## config.mk

```make
export PLATFORM = sky130hd
export DESIGN_NAME = compare_skip_branch_unit
export DESIGN_NICKNAME = d
export VERILOG_FILES = /design/src/hdl/csb_pkg.sv /design/src/hdl/cmp_if.sv /design/src/hdl/compare_alu.sv /design/src/hdl/compare_skip_branch_unit.sv
export SDC_FILE = /design/constraint.sdc
export NUM_CORES = 1
export LEC_CHECK = 0
export BUFFER_PORTS_ARGS = -buffer_cell sky130_fd_sc_hd__buf_4
export CAP_MARGIN = 5
export CORE_ASPECT_RATIO = 1.25
export CORE_MARGIN = 10
export CORE_UTILIZATION = 54
export DETAILED_ROUTE_END_ITERATION = 12
export GPL_TIMING_DRIVEN = 1
export PLACE_DENSITY_LB_ADDON = 0.12
export SYNTH_ARGS = -nofsm -noshare
export SYNTH_HDL_FRONTEND = slang
export SYNTH_SLANG_ARGS = --single-unit
```

## constraint.sdc

```tcl
create_clock -name sys_clk -period 3.14 [get_ports sys_clk]
set_input_delay 0.157 -clock sys_clk [delete_from_list [all_inputs] [get_ports sys_clk]]
set_output_delay 0.157 -clock sys_clk [all_outputs]
set_load 0.05 [all_outputs]
```

## src/hdl/csb_pkg.sv

```systemverilog
// shared constants, types and decode helpers for the compare, skip and branch unit
package csb_pkg;

    // program counter counts 16-bit words; relative offset is a signed 7-bit field
    localparam int PC_W = 12;
    localparam int K_W = 7;

    // positions inside the status flags register
    localparam int FLAG_C = 0;
    localparam int FLAG_Z = 1;
    localparam int FLAG_N = 2;
    localparam int FLAG_V = 3;
    localparam int FLAG_S = 4;
    localparam int FLAG_H = 5;
    localparam int FLAG_T = 6;
    localparam int FLAG_I = 7;

    // register port offsets
    localparam logic [1:0] OFS_STATUS = 2'h0;
    localparam logic [1:0] OFS_NEXT_PC = 2'h1;
    localparam logic [1:0] OFS_RESULT = 2'h2;

    // reset values
    localparam logic [7:0] STATUS_RESET = 8'h00;
    localparam logic [PC_W-1:0] PC_RESET = 12'h000;

    // cycle counts and program counter steps
    localparam logic [1:0] CYC_ONE = 2'h1;
    localparam logic [1:0] CYC_TWO = 2'h2;
    localparam logic [1:0] CYC_THREE = 2'h3;
    localparam logic [PC_W-1:0] STEP_NEXT = 12'h001;
    localparam logic [PC_W-1:0] STEP_SKIP_ONE_WORD = 12'h002;
    localparam logic [PC_W-1:0] STEP_SKIP_TWO_WORD = 12'h003;

    typedef enum logic [4:0] {
        compare_registers,
        compare_registers_with_borrow,
        compare_immediate,
        skip_reg_bit_clear,
        skip_reg_bit_set,
        skip_io_bit_clear,
        skip_io_bit_set,
        branch_flag_index_set,
        branch_flag_index_clear,
        branch_equal,
        branch_not_equal,
        branch_carry_set,
        branch_carry_clear,
        branch_unsigned_higher_same,
        branch_unsigned_lower,
        branch_negative,
        branch_positive,
        branch_signed_ge,
        branch_signed_less,
        branch_half_carry_set,
        branch_half_carry_clear,
        branch_transfer_bit_set,
        branch_transfer_bit_clear,
        branch_overflow_set,
        branch_overflow_clear
    } op_e;

    typedef enum logic [1:0] {
        st_idle = 2'h1,
        st_exec = 2'h2
    } state_e;

    // {is_branch, taken}; the signed pair looks at n xor v directly so it never
    // depends on whether the sign flag was kept up to date
    function automatic logic [1:0] branch_eval(op_e op, logic [2:0] idx, logic [7:0] f);
        logic [1:0] r;
        r = 2'h0;
        case (op)
            branch_flag_index_set: r = {1'b1, f[idx]};
            branch_flag_index_clear: r = {1'b1, ~f[idx]};
            branch_equal: r = {1'b1, f[FLAG_Z]};
            branch_not_equal: r = {1'b1, ~f[FLAG_Z]};
            branch_carry_set: r = {1'b1, f[FLAG_C]};
            branch_carry_clear: r = {1'b1, ~f[FLAG_C]};
            branch_unsigned_higher_same: r = {1'b1, ~f[FLAG_C]};
            branch_unsigned_lower: r = {1'b1, f[FLAG_C]};
            branch_negative: r = {1'b1, f[FLAG_N]};
            branch_positive: r = {1'b1, ~f[FLAG_N]};
            branch_signed_ge: r = {1'b1, ~(f[FLAG_N] ^ f[FLAG_V])}; // see [RQ11]
            branch_signed_less: r = {1'b1, f[FLAG_N] ^ f[FLAG_V]}; // see [RQ12]
            branch_half_carry_set: r = {1'b1, f[FLAG_H]}; // see [RQ13]
            branch_half_carry_clear: r = {1'b1, ~f[FLAG_H]};
            branch_transfer_bit_set: r = {1'b1, f[FLAG_T]}; // see [RQ14]
            branch_transfer_bit_clear: r = {1'b1, ~f[FLAG_T]};
            branch_overflow_set: r = {1'b1, f[FLAG_V]}; // see [RQ15]
            branch_overflow_clear: r = {1'b1, ~f[FLAG_V]};
            default: r = 2'h0;
        endcase
        return r;
    endfunction

    // sign-extend the relative offset to program counter width
    function automatic logic [PC_W-1:0] sext_k(logic [K_W-1:0] k);
        return {{(PC_W-K_W){k[K_W-1]}}, k};
    endfunction

endpackage

```

## src/hdl/cmp_if.sv

```systemverilog
// operand and flag bundle between the control unit and the compare subtractor
`timescale 1ns/1ps
interface cmp_if;
    logic [7:0] dest;
    logic [7:0] src;
    logic carry_in;
    logic flag_c;
    logic flag_z;
    logic flag_n;
    logic flag_v;
    logic flag_h;

    modport ctrl (output dest, output src, output carry_in,
                  input flag_c, input flag_z, input flag_n, input flag_v, input flag_h);
    modport alu (input dest, input src, input carry_in,
                 output flag_c, output flag_z, output flag_n, output flag_v, output flag_h);
endinterface

```

## src/hdl/compare_alu.sv

```systemverilog
// subtractor that produces compare flags and throws the difference away
`timescale 1ns/1ps
module compare_alu (
    cmp_if.alu cmp
);
    logic [8:0] wide;
    logic [7:0] res;

    // nine bits so the borrow falls out as the top bit
    assign wide = {1'b0, cmp.dest} - {1'b0, cmp.src} - {8'h00, cmp.carry_in};
    assign res = wide[7:0];

    // borrow out of bit 7 and bit 3, two's-complement overflow of the difference
    assign cmp.flag_c = wide[8]; // see [RQ1]
    assign cmp.flag_z = (res == 8'h00);
    assign cmp.flag_n = res[7];
    assign cmp.flag_v = (cmp.dest[7] & ~cmp.src[7] & ~res[7]) |
                        (~cmp.dest[7] & cmp.src[7] & res[7]);
    assign cmp.flag_h = (~cmp.dest[3] & cmp.src[3]) | (cmp.src[3] & res[3]) |
                        (res[3] & ~cmp.dest[3]);
endmodule

```

## src/hdl/compare_skip_branch_unit.sv

```systemverilog
// compare, conditional skip and relative branch execution with status flags
`timescale 1ns/1ps
// Function
// [RQ1] compares subtract register, register plus carry, or immediate, drop the result, set Z N V C H, one cycle.
// [RQ2] skip_reg_bit_clear adds 2 or 3 to the pc when the chosen register bit is zero, flags kept.
// [RQ3] skip_reg_bit_set adds 2 or 3 to the pc when the chosen register bit is one, flags kept.
// [RQ4] skip_io_bit_clear adds 2 or 3 to the pc when the chosen io register bit is zero, flags kept.
// [RQ5] skip_io_bit_set adds 2 or 3 to the pc when the chosen io register bit is one, flags kept.
// [RQ6] indexed branches test the status bit picked by a 3-bit index, set or clear, target pc plus k plus 1.
// [RQ7] equal branches on Z one and not-equal on Z zero, flags kept.
// [RQ8] carry branches test C set or clear, one or two cycles, flags kept.
// [RQ9] higher-or-same and lower behave exactly as carry clear and carry set.
// [RQ10] minus branches on N one and plus on N zero, target pc plus k plus 1.
// [RQ11] signed greater-or-equal branches when N xor V is zero.
// [RQ12] signed less-than branches when N xor V is one, flags kept.
// [RQ13] half-carry branches test H set or clear.
// [RQ14] transfer-bit branches test T set or clear, flags kept.
// [RQ15] overflow branches test V set or clear, target pc plus k plus 1.
// [RQ16] branches take one cycle untaken and two taken; skips take one, two or three cycles.
module compare_skip_branch_unit (
    input wire logic sys_clk,
    input wire logic resetn,
    input wire logic issue_valid,
    output logic issue_ready,
    input wire csb_pkg::op_e op,
    input wire logic [7:0] rd_value,
    input wire logic [7:0] rr_value,
    input wire logic [7:0] imm_value,
    input wire logic [7:0] io_value,
    input wire logic [2:0] bit_sel,
    input wire logic [2:0] flag_sel,
    input wire logic [csb_pkg::K_W-1:0] offset_k,
    input wire logic [csb_pkg::PC_W-1:0] pc,
    input wire logic next_two_word,
    output logic done,
    output logic [csb_pkg::PC_W-1:0] next_pc,
    output logic [1:0] cycle_count,
    output logic flow_taken,
    output logic [7:0] status_flags,
    input wire logic [1:0] reg_addr,
    input wire logic [15:0] reg_wdata,
    input wire logic reg_write,
    input wire logic reg_read,
    output logic [15:0] reg_rdata
);
    typedef struct packed {
        csb_pkg::state_e state;
        logic [1:0] cnt;
        logic [7:0] status;
        logic [csb_pkg::PC_W-1:0] next_pc;
        logic [1:0] cycles;
        logic taken;
        logic done;
        logic [15:0] rdata;
    } core_s;

    core_s st_r;
    core_s st_nxt;
    logic accept;
    logic is_cmp;
    logic is_skip;
    logic [1:0] br;

    cmp_if cmp_bus ();

    compare_alu u_alu (
        .cmp(cmp_bus)
    );

    // operand steering for the subtractor; immediate form swaps the source
    assign cmp_bus.dest = rd_value;
    assign cmp_bus.src = (op == csb_pkg::compare_immediate) ? imm_value : rr_value;
    assign cmp_bus.carry_in = (op == csb_pkg::compare_registers_with_borrow) &
                              st_r.status[csb_pkg::FLAG_C];

    // classify the request
    assign is_cmp = (op == csb_pkg::compare_registers) ||
                    (op == csb_pkg::compare_registers_with_borrow) ||
                    (op == csb_pkg::compare_immediate);
    assign is_skip = (op == csb_pkg::skip_reg_bit_clear) || (op == csb_pkg::skip_reg_bit_set) ||
                     (op == csb_pkg::skip_io_bit_clear) || (op == csb_pkg::skip_io_bit_set);
    assign br = csb_pkg::branch_eval(op, flag_sel, st_r.status);
    assign issue_ready = (st_r.state == csb_pkg::st_idle);
    assign accept = issue_valid & issue_ready;

    // next-state logic; the core cannot issue again until the stall counter runs out
    always_comb begin
        logic test_bit;
        logic want;
        logic skip;
        st_nxt = st_r;
        test_bit = 1'b0;
        want = 1'b0;
        skip = 1'b0;
        st_nxt.done = 1'b0;
        st_nxt.rdata = 16'h0000;

        // register port: read data only in the cycle after the strobe
        if (reg_read) begin
            case (reg_addr)
                csb_pkg::OFS_STATUS: st_nxt.rdata = {8'h00, st_r.status};
                csb_pkg::OFS_NEXT_PC: st_nxt.rdata = {{(16-csb_pkg::PC_W){1'b0}}, st_r.next_pc};
                csb_pkg::OFS_RESULT: st_nxt.rdata = {13'h0000, st_r.taken, st_r.cycles};
                default: st_nxt.rdata = 16'h0000;
            endcase
        end
        if (reg_write && (reg_addr == csb_pkg::OFS_STATUS)) begin
            st_nxt.status = reg_wdata[7:0];
        end

        case (st_r.state)
            csb_pkg::st_idle: begin
                if (accept) begin
                    st_nxt.taken = 1'b0;
                    st_nxt.cycles = csb_pkg::CYC_ONE;
                    st_nxt.next_pc = pc + csb_pkg::STEP_NEXT;
                    if (is_cmp) begin
                        // hardware flag update wins over a software write in the same cycle
                        st_nxt.status[csb_pkg::FLAG_C] = cmp_bus.flag_c; // see [RQ1]
                        st_nxt.status[csb_pkg::FLAG_Z] = cmp_bus.flag_z;
                        st_nxt.status[csb_pkg::FLAG_N] = cmp_bus.flag_n;
                        st_nxt.status[csb_pkg::FLAG_V] = cmp_bus.flag_v;
                        st_nxt.status[csb_pkg::FLAG_H] = cmp_bus.flag_h;
                    end else if (is_skip) begin
                        // register forms look at rr, io forms at the addressed io byte
                        if ((op == csb_pkg::skip_reg_bit_clear) ||
                            (op == csb_pkg::skip_reg_bit_set)) begin
                            test_bit = rr_value[bit_sel]; // see [RQ2] see [RQ3]
                        end else begin
                            test_bit = io_value[bit_sel]; // see [RQ4] see [RQ5]
                        end
                        want = (op == csb_pkg::skip_reg_bit_set) ||
                               (op == csb_pkg::skip_io_bit_set);
                        skip = (test_bit == want);
                        if (skip) begin
                            st_nxt.taken = 1'b1;
                            // skipped word count decides both step and cycle cost
                            if (next_two_word) begin
                                st_nxt.next_pc = pc + csb_pkg::STEP_SKIP_TWO_WORD; // see [RQ16]
                                st_nxt.cycles = csb_pkg::CYC_THREE;
                            end else begin
                                st_nxt.next_pc = pc + csb_pkg::STEP_SKIP_ONE_WORD;
                                st_nxt.cycles = csb_pkg::CYC_TWO;
                            end
                        end
                    end else if (br[1] && br[0]) begin
                        // taken branch: relative target, one extra cycle to refill fetch
                        st_nxt.taken = 1'b1; // see [RQ6] see [RQ7] see [RQ8] see [RQ9]
                        st_nxt.next_pc = pc + csb_pkg::sext_k(offset_k) + csb_pkg::STEP_NEXT;
                        st_nxt.cycles = csb_pkg::CYC_TWO; // see [RQ10] see [RQ16]
                    end
                    // single-cycle work finishes at once, longer work parks in exec
                    if (st_nxt.cycles == csb_pkg::CYC_ONE) begin
                        st_nxt.done = 1'b1;
                    end else begin
                        st_nxt.state = csb_pkg::st_exec;
                        st_nxt.cnt = st_nxt.cycles - csb_pkg::CYC_ONE;
                    end
                end
            end
            csb_pkg::st_exec: begin
                if (st_r.cnt == csb_pkg::CYC_ONE) begin
                    st_nxt.done = 1'b1;
                    st_nxt.state = csb_pkg::st_idle;
                end
                st_nxt.cnt = st_r.cnt - csb_pkg::CYC_ONE;
            end
            default: begin
                st_nxt.state = csb_pkg::st_idle;
                st_nxt.cnt = 2'h0;
            end
        endcase
    end

    // single state register for the whole unit
    always_ff @(posedge sys_clk or negedge resetn) begin
        if (!resetn) begin
            st_r.state <= csb_pkg::st_idle;
            st_r.cnt <= 2'h0;
            st_r.status <= csb_pkg::STATUS_RESET;
            st_r.next_pc <= csb_pkg::PC_RESET;
            st_r.cycles <= 2'h0;
            st_r.taken <= 1'b0;
            st_r.done <= 1'b0;
            st_r.rdata <= 16'h0000;
        end else begin
            st_r <= st_nxt;
        end
    end

    // outputs straight from the state register
    assign done = st_r.done;
    assign next_pc = st_r.next_pc;
    assign cycle_count = st_r.cycles;
    assign flow_taken = st_r.taken;
    assign status_flags = st_r.status;
    assign reg_rdata = st_r.rdata;
endmodule

```

# --- After elaboration in Yosys (flattened, before gate mapping) ---
# Cells that the tools add are included.
word_totals:
  ff_bits: 44
  inputBits: 86
  output_inout_bits: 41
  word_cells: 131
op_classes:
  addsub: 9
  magnitude_cmp: 2
  eq_ne: 34
  mux: 36
  bitwise: 25
  reduce_logical: 16
ops:
  columns: ["op", "n"]
  rows:
  - ["$mux 15", 6]
  - ["$eq 5x5->1 const B", 9]
  - ["$eq 5x4->1 const B", 8]
  - ["$pmux 12 s3", 1]
  - ["$pmux 2 s16", 1]
  - ["$add 12x1->12 const B", 2]
  - ["$add 12x2->12 const B", 2]
  - ["$eq 5x3->1 const B", 4]
  - ["$mux 20", 1]
  - ["$mux 19", 1]
  - ["$mux 14", 1]
  - ["$mux 1", 13]
  - ["$add 12x12->12", 1]
  - ["$mux 12", 1]
  - ["$mux 4", 3]
  - ["$not 1->1", 12]
  - ["$eq 5x2->1 const B", 2]
  - ["$and 1x1->1", 9]
  - ["$bmux 1 s3", 3]
  - ["$sub 8x8->9", 1]
  - ["$sub 9x1->9", 1]
  - ["$eq 2x1->1 const B", 4]
  - ["$logic_not 8->1", 1]
  - ["$lt 3x4->1 const B", 2]
  - ["other kinds (20)", 33]

# --- Longest topological paths before layout ---
# Gate-level depths: netlist of run 1.
logic_depth:
  ltp_word: 18
  ltp_mapped: 17
  depth_no_buf: 15

# --- Modules after synthesis ---
# A second synthesis of run 1 with hierarchy kept.
hier_totals:
  cells_unflattened: 510
  hier_area_um2: 4299.1
modules_own_cells:
  columns: ["mod", "n_inst", "cells_per_inst", "area_each_um2", "seq_area_each_um2"]
  rows:
  - ["compare_skip_branch_unit", 1, 437, 3749.8, 977.2]
  - ["compare_alu", 1, 73, 549.3, 0.0]

# --- Least setup slack after synthesis of run 1 ---
# No wires, ideal clock.
synth_timing:
  path_kind: "input-to-reg"
  from: "input op[3]"
  to: "register st_r (netlist bit status_flags[3])"
  setup_ps: 82
  t_arrival_ps: 3236
  t_required_ps: 3058
  setup_slack_ps: -178
  stages: 17
  path_buffers: 2
  path_cell_list: "buf_2 or2_2 clkbuf_1 nor2_1 nand2_1 mux2_2 fa_1 inv_1 ha_1 nand2_1 a21boi_0 o21a_1 o21ai_0 a21oi_1 or3_1 a21bo_2 a31oi_1"
synth_lines:
  columns: ["item", "line_no", "text"]
  rows:
  - ["start: declaration", "compare_skip_branch_unit.sv:25", "input wire csb_pkg::op_e op,"]
  - ["end signal: assignment", "compare_skip_branch_unit.sv:187", "st_r <= st_nxt;"]
  - ["end: declaration", "compare_skip_branch_unit.sv:57", "core_s st_r;"]

# --- Final worst setup path of run 1 ---
layout_timing:
  from: "register st_r (netlist bit status_flags[2])"
  to: "register st_r[43] (netlist name)"
layout_via:
  elab_chain_len: 13
  word_cells_on_any_way: 16
  classes_between: "eq/ne: 2; mux: 8; bitwise: 4; reduce/logical: 2"
layout_lines:
  columns: ["item", "line_no", "text"]
  rows:
  - ["$bmux 1 s3", "csb_pkg.sv:74, csb_pkg.sv:75", null]
  - ["$mux 1 (implied by the code)", "csb_pkg.sv:74, csb_pkg.sv:75", null]
  - ["$not 1->1", "csb_pkg.sv:75", "branch_flag_index_clear: r = {1'b1, ~f[idx]};"]
  - ["$pmux 2 s16 (*)", "csb_pkg.sv:73", "case (op)"]
  - ["$logic_and 1x1->1 (*)", "compare_skip_branch_unit.sv:146", "end else if (br[1] && br[0]) begin"]
  - ["$mux 15 (*)", "compare_skip_branch_unit.sv:146", null]
  - ["$mux 15 (*)", "compare_skip_branch_unit.sv:124", "end else if (is_skip) begin"]
  - ["$mux 15 (*)", "compare_skip_branch_unit.sv:117", "if (is_cmp) begin"]
  - ["$mux 15 (*)", "compare_skip_branch_unit.sv:113", "if (accept) begin"]
  - ["$mux 15 (*)", "compare_skip_branch_unit.sv:111", "case (st_r.state)"]
  - ["$eq 2x1->1 (*)", "compare_skip_branch_unit.sv:153", "if (st_nxt.cycles == csb_pkg::CYC_ONE) begin"]
  - ["$ne 2x2->1 (no line) (*)", null, null]
  - ["$reduce_and 3->1 (no line) (*)", null, null]
# Every way passes the cells marked *; elsewhere a longest branch is shown, timed or not. The select of a mux whose other input is x is not followed.
# A chain may end at the register's enable or synchronous reset.

==> results_tabular.tex, run 1 <==
\begin{tabular}{lr}
\hline
Metric & Value \\
\hline
\multicolumn{2}{l}{\textbf{Place}} \\
Half-perimeter wire length after detailed placement & 9550 um \\
Final estimated routing congestion in global placement & 0.906 \\
Placed standard-cell area & 5170 um\^{}2 \\
Number of input and output port buffers inserted & 114 \\
\multicolumn{2}{l}{\textbf{Critical path}} \\
Setup CP Type & reg2reg \\
Startpoint Class & register \\
Required time of the critical path & 3.33 ns \\
Setup slack of the most critical reg-to-reg path & 0.24 ns \\
Endpoint class of the critical path & register \\
Source of the worst register-to-register timing path & status\_flags[2] \\
Max FO, Critical Path & 8 \\
RR Endpoint & st\_r[43] \\
Cells on worst reg2reg path & 11 \\
WP data arrival & 3.09 ns \\
\multicolumn{2}{l}{\textbf{Power and ir drop}} \\
Register share of total power & 26.5\% \\
Overall power consumption & 3.01 mW \\
Power density of the placed cells & 569 nW/um\^{}2 \\
Int Pwr & 1.53 mW \\
Share of power burned in combinational logic & 62.3\% \\
Switching pwr & 1.49 mW \\
Leakage power total & 2.57 nW \\
Worst voltage drop across the vdd grid & 780 uV \\
Clock network power share & 11.2\% \\
Switching portion of total power & 49.3\% \\
\multicolumn{2}{l}{\textbf{Yosys}} \\
Seq/Total Area, Yosys & 22.3\% \\
Share of flip-flops with an asynchronous set or reset after synthesis & 100\% \\
Mean post-synth cell area & 8.54 um\^{}2 \\
Unique masters post-synth & 79 \\
Number of synthesized flops with an enable pin & 0 \\
Summed instance area of the synthesized netlist & 4390 um\^{}2 \\
Synthesized instance count & 514 \\
FF+latch count, synth & 39 \\
Ys Warns & 0 \\
Top\_reg\_cell synth & dfrtp\_1 \\
\multicolumn{2}{l}{\textbf{Timing}} \\
Final setup fails & 0 \\
Setup skew after layout & 0.00619 ns \\
Achievable frequency & 344 MHz \\
Setup repair after global routing missed its margin & no \\
Hold WS & 0.0960 ns \\
Final Max Slew Viols & 0 \\
Max\_slew headroom & 51.3\% \\
Final sum of negative setup slack & 0 ns \\
Final Cycle Share & 92.5\% \\
Transition time at the pin with the least slew margin & 0.729 ns \\
Fin crit period & 2.90 ns \\
Total count of hold-check failures in the final report & 0 \\
\multicolumn{2}{l}{\textbf{Finish}} \\
Area grow syn2layout & 20.5\% \\
Final nets & 725 \\
Design area & 5290 um\^{}2 \\
Antenna diodes & 0 \\
Filler instances & 660 \\
Fraction of layout instances using a drive strength above 1 & 29.9\% \\
\multicolumn{2}{l}{\textbf{Global routing}} \\
Met1 GRT Util & 21.9\% \\
Largest net degree at the start of global routing & 40 \\
Global-route layer with the greatest usage & met2 \\
Met3 global-route usage & 2.96\% \\
Total congestion overflow & 0 \\
GR met2 Demand/Resource & 31.7\% \\
First-pass GRT wire length & 18,700 um \\
Number of global-route vias before repair & 3,995 \\
Tot GR Track Use & 18.2\% \\
Initial antenna violation count & 0 \\
\multicolumn{2}{l}{\textbf{Routing}} \\
Via/cell ratio & 5.60 \\
Number of routed nets with antenna violations & 0 \\
Detailed-route DRC error count & 0 \\
DRT iter0 DRCs & 172 \\
Total Wirelength & 11,400 um \\
DR WL/cell & 16.4 um \\
Number of iterations in the first detailed-routing pass & 4 \\
Detailed-route via count & 3,905 \\
\multicolumn{2}{l}{\textbf{Floorplanning}} \\
Die ar. & 12,200 um\^{}2 \\
Die span in y & 121 um \\
Initial Util & 55.7\% \\
Core Box Area & 7880 um\^{}2 \\
Floorplan die width & 101 um \\
Rows & 36 \\
Number of ports placed on the die boundary & 127 \\
\multicolumn{2}{l}{\textbf{Status}} \\
Outcome & finished, final reports clean \\
\multicolumn{2}{l}{\textbf{Clocking}} \\
Num CTS Buffers & 5 \\
Number of buffers inserted by post-CTS setup repair & 0 \\
Number of sinks handled by clock tree synthesis & 39 \\
Clock tree from TritonCTS & done \\
Clock tree root buffer cell & clkbuf\_8 \\
Clock network latency to the later pin of the worst-skew pair & 0.29 ns \\
Clock transition at the register clock pins on the worst setup and hold paths after CTS & 0.08 ns \\
Clock buffer depth & 2 \\
Number of levels in the clock H-tree & 2 \\
\multicolumn{2}{l}{\textbf{Hold path}} \\
Path class of the lowest-slack min-delay path & in2reg \\
Instance count along the most critical hold path & 2 \\
WHS Endpoint & status\_flags[6] \\
Hold Path Origin & reg\_wdata[6] \\
\multicolumn{2}{l}{\textbf{Run}} \\
Max Cap Violations & 0 \\
\hline
\end{tabular}
[flip-flops by register name, indices dropped and copies added (netlist names)]
name / flops
cycle_count: 2
st_r: 4
status_flags: 8
reg_rdata: 12
next_pc: 12
done: 1
[worst max-delay path, stage by stage, from the launching register on]
cell	delay, ns
dfrtp_1	0.47
mux4_2	0.47
mux2i_1	0.29
and3_1	0.31
o311a_4	0.27
o21ai_2	0.09
inv_1	0.07
ha_1	0.16
inv_1	0.05
a21boi_0	0.28
nor2_1	0.14
o22a_1	0.20
[power groups by stage]
stage / clock (mW) / combinational (mW) / sequential (mW)
after floorplan: 0 / 1.47 / 0.787
after global placement: 0 / 1.83 / 0.804
after detailed placement: 0 / 1.87 / 0.809
after CTS: 0.341 / 1.88 / 0.800
after global routing: 0.360 / 2.03 / 0.823
final: 0.336 / 1.88 / 0.800
[synthesized netlist by cell type (11+ instances only)]
master | instances | share of area [%]
xnor2_1 | 25 | 5.0
inv_1 | 41 | 3.5
buf_4 | 38 | 6.5
nor2b_1 | 14 | 2.0
nand2_1 | 41 | 3.5
clkbuf_1 | 12 | 1.0
ha_1 | 35 | 10
a21oi_1 | 24 | 2.7
nor2_1 | 35 | 3.0
mux2i_1 | 21 | 4.8
o21ai_0 | 19 | 2.2
dfrtp_1 | 38 | 22
nand3_1 | 11 | 1.3
[metrics by stage]
stage / utilization, % / setup slack (ns) / instances
after global placement: 65.6 / 0.000943 / 688
after detailed placement: 65.6 / -0.0428 / 688
after floorplan: - / 0.0111 / 517
final: 67.1 / 0.236 / 697
after global routing: 67.1 / 0.0633 / 697
after CTS: 66.9 / 0.159 / 697
[routing by layer]
metal / vias up / part of all wire (%)
li1: 1954 / -
met1: 1823 / 42
met3: 16 / 5.3
met2: 112 / 51
met4: 0 / 1.9
met5: - / 0
[kinds of logic after synthesis]
logic type,Yosys count,synth area share [%]
buffers and inverters,96,11.6
XOR/XNOR,29,5.79
multiplexers,38,11.1
AND/OR/NAND/NOR,160,19.0
adder cells (fa/ha/maj),38,11.3
other,1,0.0854
flip-flops,39,22.3
AO/OA/AOI/OAI,113,18.9
[worst max-delay path by stage]
stage / startpoint / end / slack, ns
6_report: status_flags[2] / st_r[43] / 0.24
5_1_grt: op[4] / status_flags[3] / 0.06
4_1_cts: status_flags[2] / st_r[43] / 0.16
3_5_place_dp: op[4] / status_flags[3] / -0.04
3_3_place_gp: op[4] / status_flags[3] / 0.0009
2_1_floorplan: op[3] / status_flags[3] / 0.01
[cells in the final DEF (no fill, tap or decap), types with 3 or more instances in the layout]
cell | netlist | routed
buf_4 | 38 | 131
inv_1 | 41 | 41
nand2_1 | 41 | 40
dfrtp_1 | 38 | 38
ha_1 | 35 | 35
nor2_1 | 35 | 34
xnor2_1 | 25 | 25
a21oi_1 | 24 | 24
mux2i_1 | 21 | 21
o21ai_0 | 19 | 18
nor2b_1 | 14 | 14
nand3_1 | 11 | 11
nand2b_1 | 10 | 10
and3_1 | 9 | 9
mux2_2 | 10 | 9
a211oi_1 | 8 | 8
or3_1 | 6 | 6
nor3_1 | 6 | 6
o211ai_1 | 6 | 6
o21a_1 | 5 | 5
clkbuf_8 | 0 | 5
mux4_1 | 4 | 4
xor2_1 | 4 | 4
a22oi_1 | 4 | 4
o21ai_1 | 3 | 4
nand4_1 | 4 | 4
conb_1 | 1 | 4
o31ai_1 | 3 | 3
and2_1 | 3 | 3
o21bai_1 | 3 | 3
a21o_1 | 3 | 3
a31oi_1 | 4 | 3
[final cells by class]
class	count	area [um^2]	share of cell area, %
well taps	95	119	2.25
clock inverters	3	20.0	0.378
inverters	41	154	2.91
clock buffers	5	68.8	1.30
multi-input cells	382	2960	55.9
flip-flops and latches	39	977	18.5
repair buffers	132	993	18.8
[repair_timing]
action,in CTS,in global routing
hold buffers,1,0
endpoints found under the setup margin,0,4
endpoints found under the hold margin,38,0
resized for setup,0,3
Power figures use the tool's default switching activity.
==> run 2, diff against run 1 <==
--- a/config.mk
+++ b/config.mk
@@ -5,11 +5,12 @@
 export SDC_FILE = /design/constraint.sdc
 export NUM_CORES = 1
 export LEC_CHECK = 0
+export ABC_AREA = 1
 export BUFFER_PORTS_ARGS = -buffer_cell sky130_fd_sc_hd__buf_4
 export CAP_MARGIN = 5
 export CORE_ASPECT_RATIO = 1.25
 export CORE_MARGIN = 10
-export CORE_UTILIZATION = 54
+export CORE_UTILIZATION = 55
 export DETAILED_ROUTE_END_ITERATION = 12
 export GPL_TIMING_DRIVEN = 1
 export PLACE_DENSITY_LB_ADDON = 0.12
==> run 2 against run 1 <==
- sequential power is essentially flat
- utilization shrank 1.8 points
- highest routed layer unchanged
- clock skew shrank 0.00086 ns
- flip-flop and latch count is the same
- cell count grew 37%
==> results_tabular.tex, run 2 <==
\begin{tabular}{lr}
\hline
Metric & Value \\
\hline
\multicolumn{2}{l}{\textbf{Routing}} \\
Via/cell ratio & 5.17 (was 5.60) \\
Number of iterations in the first detailed-routing pass & 5 (was 4) \\
Number of routed nets with antenna violations & 0 (unchanged) \\
DRT iter0 DRCs & 413 (was 172) \\
DR WL/cell & 13.4 um (was 16.4 um) \\
Detailed-route via count & 4,951 (was 3,905) \\
Total Wirelength & 12,900 um (was 11,400 um) \\
Detailed-route DRC error count & 0 (unchanged) \\
\multicolumn{2}{l}{\textbf{Yosys}} \\
Synthesized instance count & 761 (was 514) \\
Summed instance area of the synthesized netlist & 4820 um\^{}2 (was 4390 um\^{}2) \\
Post-synthesis cell type with the largest combined area & dfrtp\_1 (unchanged) \\
Number of synthesized flops with an enable pin & 0 (unchanged) \\
Top\_reg\_cell synth & dfrtp\_1 (unchanged) \\
Unique masters post-synth & 45 (was 79) \\
Top post-synthesis cells by count & 227 x nand2\_1, 109 x inv\_1, 89 x nand3\_1 (was 41 x inv\_1, 41 x nand2\_1, 38 x buf\_4, 38 x dfrtp\_1) \\
Dominant cell by count in the synthesized netlist & nand2\_1 \\
Mean post-synth cell area & 6.33 um\^{}2 (was 8.54 um\^{}2) \\
Share of flip-flops with an asynchronous set or reset after synthesis & 100\% (unchanged) \\
FF+latch count, synth & 39 (unchanged) \\
Ys Warns & 0 (unchanged) \\
Yosys top cell area share & 19.7\% (was 21.7\%) \\
Leading cell types by total area after synthesis & dfrtp\_1 20\%, nand2\_1 18\%, nand3\_1 9.2\% (was dfrtp\_1 22\%, ha\_1 10\%, buf\_4 6.5\%) \\
Seq/Total Area, Yosys & 20.3\% (was 22.3\%) \\
\multicolumn{2}{l}{\textbf{Timing}} \\
Final Cycle Share & 83.1\% (was 92.5\%) \\
Achievable frequency & 383 MHz (was 344 MHz) \\
Transition time at the pin with the least slew margin & 0.508 ns (was 0.729 ns) \\
Total count of hold-check failures in the final report & 0 (unchanged) \\
Max\_slew headroom & 66.0\% (was 51.3\%) \\
Final setup fails & 0 (unchanged) \\
Final Max Slew Viols & 0 (unchanged) \\
Final sum of negative setup slack & 0 ns (unchanged) \\
Setup repair after global routing missed its margin & no (unchanged) \\
Setup skew after layout & 0.00533 ns (was 0.00619 ns) \\
Fin crit period & 2.61 ns (was 2.90 ns) \\
\multicolumn{2}{l}{\textbf{Finish}} \\
Area grow syn2layout & 16.8\% (was 20.5\%) \\
Leading cell types in the layout, fill and taps excluded & 227 x nand2\_1, 121 x buf\_4, 109 x inv\_1 (was 131 x buf\_4, 41 x inv\_1, 40 x nand2\_1) \\
Filler instances & 819 (was 660) \\
Design area & 5630 um\^{}2 (was 5290 um\^{}2) \\
Most common cell after layout, fill and taps aside & nand2\_1 (was buf\_4) \\
Final nets & 961 (was 725) \\
Fraction of layout instances using a drive strength above 1 & 19.6\% (was 29.9\%) \\
Antenna diodes & 0 (unchanged) \\
Register area & 977 um\^{}2 (unchanged) \\
Multi-input logic area & 3020 um\^{}2 (was 2960 um\^{}2) \\
\multicolumn{2}{l}{\textbf{Clocking}} \\
Clock network latency to the later pin of the worst-skew pair & 0.29 ns (about the same) \\
Clock buffer depth & 2 (unchanged) \\
Number of levels in the clock H-tree & 2 (unchanged) \\
Clock tree from TritonCTS & done (unchanged) \\
Number of sinks handled by clock tree synthesis & 39 (unchanged) \\
Clock transition at the register clock pins on the worst setup and hold paths after CTS & 0.08 ns (about the same) \\
Clock tree root buffer cell & clkbuf\_8 (unchanged) \\
Num CTS Buffers & 5 (unchanged) \\
\multicolumn{2}{l}{\textbf{Floorplanning}} \\
Core Box Area & 8610 um\^{}2 (was 7880 um\^{}2) \\
Initial Util & 56.0\% (was 55.7\%) \\
Number of ports placed on the die boundary & 127 (unchanged) \\
Die ar. & 12,900 um\^{}2 (was 12,200 um\^{}2) \\
Floorplan die width & 104 um (was 101 um) \\
Rows & 38 (was 36) \\
Die span in y & 125 um (was 121 um) \\
\multicolumn{2}{l}{\textbf{Status}} \\
Outcome & finished, final reports clean (unchanged) \\
\multicolumn{2}{l}{\textbf{Critical path}} \\
Cell class contributing the biggest share of worst-path delay & simple AND/OR/NAND/NOR gates (was compound AO/OA/AOI/OAI gates) \\
Cells along the critical path & buf\_4 > nor2\_2 > nand2\_1 > buf\_4 > mux2\_2 > ha\_1 > inv\_1 > ha\_1 > inv\_1 > o21ai\_0 > nor2\_1 > xor2\_1 > nor3\_1 > nand3\_1 > nand2\_1 (was mux4\_2 > mux2i\_1 > and3\_1 > o311a\_4 > o21ai\_2 > inv\_1 > ha\_1 > inv\_1 > a21boi\_0 > nor2\_1 > o22a\_1) \\
Source of the worst register-to-register timing path & status\_flags[1] (was status\_flags[2]) \\
WP data arrival & 2.85 ns (was 3.09 ns) \\
Worst path max stage delay & 0.34 ns (was 0.47 ns) \\
Startpoint Class & primary input (was register) \\
Source of the critical timing path & op[2] (was status\_flags[2]) \\
Max FO, Critical Path & 9 (was 8) \\
Slowest cell on crit path & ha\_1 (was dfrtp\_1) \\
Setup CP Type & in2reg (was reg2reg) \\
Endpoint class of the critical path & register (unchanged) \\
Required time of the critical path & 3.38 ns (was 3.33 ns) \\
Buf+Inv Stages, Crit Path & 4 (was 2) \\
\multicolumn{2}{l}{\textbf{Place}} \\
Placed standard-cell area & 5500 um\^{}2 (was 5170 um\^{}2) \\
Half-perimeter wire length after detailed placement & 10,800 um (was 9550 um) \\
Final estimated routing congestion in global placement & 0.943 (was 0.906) \\
Number of input and output port buffers inserted & 114 (unchanged) \\
\multicolumn{2}{l}{\textbf{Global routing}} \\
First-pass GRT wire length & 21,800 um (was 18,700 um) \\
Total congestion overflow & 0 (unchanged) \\
Initial antenna violation count & 0 (unchanged) \\
Tot GR Track Use & 19.3\% (was 18.2\%) \\
Largest net degree at the start of global routing & 40 (unchanged) \\
Number of global-route vias before repair & 4,940 (was 3,995) \\
\multicolumn{2}{l}{\textbf{Hold path}} \\
Path class of the lowest-slack min-delay path & in2reg (unchanged) \\
Hold Path Origin & reg\_wdata[7] (was reg\_wdata[6]) \\
\multicolumn{2}{l}{\textbf{Run}} \\
Max Cap Violations & 0 (unchanged) \\
\multicolumn{2}{l}{\textbf{Power and ir drop}} \\
Leakage power total & 3.16 nW (was 2.57 nW) \\
Power density of the placed cells & 564 nW/um\^{}2 (was 569 nW/um\^{}2) \\
Worst voltage drop across the vdd grid & 227 uV (was 780 uV) \\
\hline
\end{tabular}
==> run 2: final cells by class <==
cell class / instances / area share, %
Tap cell: 120 / 2.67
Multi-Input combinational cell: 551 / 53.7
Timing Repair Buffer: 122 / 16.3
Clock inverter: 2 / 0.623
Sequential cell: 39 / 17.4
Inverter: 118 / 7.87
Clock buffer: 6 / 1.47
==> run 2: cells by family after synthesis <==
family                   Yosys count  synth area share [%]
flip-flops                        39                  20.3
AO/OA/AOI/OAI                     73                  8.91
multiplexers                      10                  2.34
XOR/XNOR                          34                  6.18
buffers and inverters            174                  17.2
adder cells (fa/ha/maj)           38                  10.3
other                              1                0.0778
AND/OR/NAND/NOR                  392                  34.6
==> run 2: routing by layer <==
metal	vias up	GRT usage [%]	share of wire [%]
met5	-	0	0
met2	183	32.4	47
li1	2525	-	-
met3	31	3.11	5.9
met1	2212	23.5	44
met4	0	8.86	3.2
==> run 2: worst reg2reg max path: stages (launching register included) <==
cell and delay [ns]:
dfrtp_1 0.45, inv_1 0.11, a21oi_1 0.12, o21ai_0 0.09
nand2_1 0.06, nand2_1 0.06, nand2_1 0.06, nand2_1 0.04
nand2_1 0.19, buf_4 0.22, nand3_1 0.12, nand2_1 0.10
ha_1 0.17, inv_1 0.05, a21oi_1 0.19, inv_1 0.09
o21ai_0 0.16, o21ai_0 0.13
==> run 2: power by group <==
| group | switching (mW) | leakage [nW] | internal, mW |
|---|---|---|---|
| clock network | 0.175 | 0.0612 | 0.257 |
| logic | 1.30 | 2.61 | 0.647 |
| registers | 0.139 | 0.496 | 0.660 |
==> run 2: through the flow <==
step	hold WS, ns	total power, mW	cells	worst slack [ns]	util (%)
finish	0.0998	3.18	958	0.529	65.4
global placement	0.147	2.70	949	0.371	63.9
detailed placement	0.152	2.75	949	0.294	63.9
floorplan	-0.139	2.35	764	0.628	-
global route	0.0832	3.43	958	0.235	65.4
CTS	0.0901	3.19	958	0.585	65.4
==> run 2: final timing paths <==
kind,end,slack [ns],cells after the start
worst max register to register,st_r[43],0.60,17
worst min register to register,next_pc[9],0.51,2
max in group asynchronous,st_r[42],2.43,2
worst max-delay path,status_flags[1],0.53,15
min in group asynchronous,status_flags[2],0.36,2
worst min-delay path,status_flags[7],0.1,2
==> run 2: repair_timing <==
action / CTS / global route
resized for setup: 0 / 0
buffers inserted: 0 / 0
hold buffers: 1 / 0
hold endpoints to repair: 38 / 0
==> run 3, diff against run 2 <==
--- a/config.mk
+++ b/config.mk
@@ -10,7 +10,7 @@
 export CAP_MARGIN = 5
 export CORE_ASPECT_RATIO = 1.25
 export CORE_MARGIN = 10
-export CORE_UTILIZATION = 55
+export CORE_UTILIZATION = 49
 export DETAILED_ROUTE_END_ITERATION = 12
 export GPL_TIMING_DRIVEN = 1
 export PLACE_DENSITY_LB_ADDON = 0.12
==> constraint.sdc (replaced) <==
create_clock -name sys_clk -period 2.2 [get_ports sys_clk]
set_input_delay 0.11 -clock sys_clk [delete_from_list [all_inputs] [get_ports sys_clk]]
set_output_delay 0.11 -clock sys_clk [all_outputs]
set_load 0.05 [all_outputs]
==> run 3 against run 2 <==
- total power grew 63%
- critical path depth fell by 4
- via count is 3.0% higher
- clock-buffer cell count decreased by 1
- critical endpoint unchanged
- flip-flop and latch count did not move
- hold slack got worse by 0.042 ns
- cell count increased by 5.7%
==> results_tabular.tex, run 3 (same netlist as run 2, synthesis figures left out) <==
\begin{tabular}{lr}
\hline
Metric & Value \\
\hline
\multicolumn{2}{l}{\textbf{Status}} \\
Outcome & finished, final reports clean (unchanged) \\
\multicolumn{2}{l}{\textbf{Clocking}} \\
Clock tree from TritonCTS & done (unchanged) \\
Num CTS Buffers & 5 (unchanged) \\
Number of sinks handled by clock tree synthesis & 39 (unchanged) \\
Clock buffer depth & 2 (unchanged) \\
Number of levels in the clock H-tree & 2 (unchanged) \\
Clock transition at the register clock pins on the worst setup and hold paths after CTS & 0.06 ns (was 0.08 ns) \\
Clock network latency to the later pin of the worst-skew pair & 0.29 ns (about the same) \\
Clock tree root buffer cell & clkbuf\_16 (was clkbuf\_8) \\
\multicolumn{2}{l}{\textbf{Critical path}} \\
Required time of the critical path & 2.43 ns (was 3.38 ns) \\
Setup CP Type & reg2reg (was in2reg) \\
Stages on worst setup path & 11 (was 15) \\
Capturing element of the worst setup path & status\_flags[1] (unchanged) \\
Cell class contributing the biggest share of worst-path delay & adder cells (was simple AND/OR/NAND/NOR gates) \\
Startpoint Class & register (was primary input) \\
WP data arrival & 2.41 ns (was 2.85 ns) \\
Source of the worst register-to-register timing path & status\_flags[0] (was status\_flags[1]) \\
Endpoint class of the critical path & register (unchanged) \\
Source of the critical timing path & status\_flags[0] (was op[2]) \\
Worst path max stage delay & 0.56 ns (was 0.34 ns) \\
Max FO, Critical Path & 2 (was 9) \\
Cells along the critical path & inv\_2 > nor4\_4 > fa\_2 > inv\_2 > ha\_4 > o22ai\_2 > a211oi\_2 > nand3\_1 > nor3\_1 > nand3\_1 > nand2\_1 (was buf\_4 > nor2\_2 > nand2\_1 > buf\_4 > mux2\_2 > ha\_1 > inv\_1 > ha\_1 > inv\_1 > o21ai\_0 > nor2\_1 > xor2\_1 > nor3\_1 > nand3\_1 > nand2\_1) \\
Buf+Inv Stages, Crit Path & 2 (was 4) \\
Cells on worst reg2reg path & 11 (was 17) \\
Slowest cell on crit path & fa\_2 (was ha\_1) \\
RR Endpoint & status\_flags[1] (was st\_r[43]) \\
Setup slack of the most critical reg-to-reg path & 0.02 ns (was 0.60 ns) \\
\multicolumn{2}{l}{\textbf{Floorplanning}} \\
Number of ports placed on the die boundary & 127 (unchanged) \\
Die span in y & 131 um (was 125 um) \\
Floorplan die width & 109 um (was 104 um) \\
Die ar. & 14,200 um\^{}2 (was 12,900 um\^{}2) \\
Initial Util & 50.1\% (was 56.0\%) \\
Core Box Area & 9610 um\^{}2 (was 8610 um\^{}2) \\
Rows & 40 (was 38) \\
\multicolumn{2}{l}{\textbf{Timing}} \\
Fin crit period & 2.18 ns \\
Final setup fails & 0 (unchanged) \\
Final sum of negative setup slack & 0 ns (unchanged) \\
Setup skew after layout & 0.00397 ns (was 0.00533 ns) \\
Max\_slew headroom & 62.9\% (was 66.0\%) \\
Hold WS & 0.0575 ns (was 0.0998 ns) \\
Final Cycle Share & 99.2\% \\
Transition time at the pin with the least slew margin & 0.555 ns (was 0.508 ns) \\
Achievable frequency & 458 MHz \\
Setup repair after global routing missed its margin & yes (was no) \\
Final Max Slew Viols & 0 (unchanged) \\
Total count of hold-check failures in the final report & 0 (unchanged) \\
\multicolumn{2}{l}{\textbf{Routing}} \\
Total Wirelength & 14,400 um (was 12,900 um) \\
Via/cell ratio & 5.04 (was 5.17) \\
DRT iter0 DRCs & 349 (was 413) \\
Detailed-route DRC error count & 0 (unchanged) \\
Number of iterations in the first detailed-routing pass & 5 (unchanged) \\
DR WL/cell & 14.2 um (was 13.4 um) \\
Detailed-route via count & 5,102 (was 4,951) \\
Number of routed nets with antenna violations & 0 (unchanged) \\
\multicolumn{2}{l}{\textbf{Global routing}} \\
Initial antenna violation count & 0 (unchanged) \\
Number of global-route vias before repair & 5,038 (was 4,940) \\
First-pass GRT wire length & 22,700 um (was 21,800 um) \\
Tot GR Track Use & 19.2\% (was 19.3\%) \\
Total congestion overflow & 0 (unchanged) \\
Largest net degree at the start of global routing & 40 (unchanged) \\
\multicolumn{2}{l}{\textbf{Finish}} \\
Area grow syn2layout & 31.1\% (was 16.8\%) \\
Fraction of layout instances using a drive strength above 1 & 29.4\% (was 19.6\%) \\
Leading cell types in the layout, fill and taps excluded & 217 x nand2\_1, 165 x buf\_4, 99 x inv\_1 (was 227 x nand2\_1, 121 x buf\_4, 109 x inv\_1) \\
Most common cell after layout, fill and taps aside & nand2\_1 (unchanged) \\
Final nets & 1,010 (was 961) \\
Filler instances & 862 (was 819) \\
Antenna diodes & 0 (unchanged) \\
\multicolumn{2}{l}{\textbf{Hold path}} \\
Path class of the lowest-slack min-delay path & in2reg (unchanged) \\
\multicolumn{2}{l}{\textbf{Power and ir drop}} \\
Overall power consumption & 5.17 mW (was 3.18 mW) \\
Worst voltage drop across the vdd grid & 402 uV (was 227 uV) \\
Leakage power total & 3.46 nW (was 3.16 nW) \\
Power density of the placed cells & 819 nW/um\^{}2 (was 564 nW/um\^{}2) \\
\multicolumn{2}{l}{\textbf{Run}} \\
Max Cap Violations & 0 (unchanged) \\
\multicolumn{2}{l}{\textbf{Place}} \\
Number of input and output port buffers inserted & 114 (unchanged) \\
Half-perimeter wire length after detailed placement & 11,800 um (was 10,800 um) \\
Final estimated routing congestion in global placement & 0.962 (was 0.943) \\
\hline
\end{tabular}
run 3: cell types whose count changed in the layout (fill, tap and decap cells not counted), moves of 7 or more:
cell     change
buf_4       +44
ha_1         -7
ha_4         +7
inv_1       -10
inv_2       +10
nand2_1     -10
nand2_2      +8
run 3: through the flow:
step                      cells  utilization [%]  setup WS [ns]  instance area, um^2
after floorplan             764                -        -0.0312                 4860
after global placement     1002             61.3         -0.250                 5890
after detailed placement   1002             61.3         -0.313                 5890
after CTS                  1011             63.6        -0.0380                 6110
after global routing       1013             65.7         -0.101                 6310
final                      1013             65.7         0.0183                 6310
run 3: worst min-delay path by stage:
stage / from / endpoint / slack, ns / cells past startpoint
2_1_floorplan: resetn / cycle_count[0] / -0.19 / 0
5_1_grt: reg_wdata[7] / status_flags[7] / 0.06 / 2
6_report: reg_wdata[6] / status_flags[6] / 0.06 / 2
3_5_place_dp: resetn / status_flags[7] / 0.11 / 1
4_1_cts: reg_wdata[7] / status_flags[7] / 0.06 / 2
3_3_place_gp: resetn / status_flags[7] / 0.10 / 1
run 3: power breakdown:
part           internal, mW  switching (mW)  leakage [nW]
registers             0.947           0.191         0.492
logic                  1.18            2.01          2.89
clock network         0.535           0.297        0.0838
run 3: worst reg2reg max path, cell delays in order (launching register included):
cell and delay (ns):
dfrtp_1 0.39, inv_2 0.09, nor4_4 0.05, fa_2 0.56, inv_2 0.05, ha_4 0.27, o22ai_2 0.07, a211oi_2 0.22
nand3_1 0.09, nor3_1 0.18, nand3_1 0.09, nand2_1 0.07
run 3: repair_timing:
item | in CTS | in global routing
hold endpoints to repair | 38 | 0
pin swaps | 4 | 29
resized for setup | 10 | 47
hold buffers | 1 | 0
setup endpoints to repair | 8 | 9
setup buffers | 0 | 3
run 3: metal layers:
layer	global-route usage, %	wire, um
met1	22.1	6030
met2	34.7	7130
met3	3.04	867
met4	7.38	333
met5	0	0
run 3: area by class of cell:
type                    count  area [um^2]  area share, %
clock buffers               5          125           1.98
clock inverters             3         43.8          0.694
well taps                 126          158           2.50
repair buffers            171         1310           20.7
flip-flops and latches     39          981           15.5
inverters                 118          443           7.02
multi-input cells         551         3260           51.6
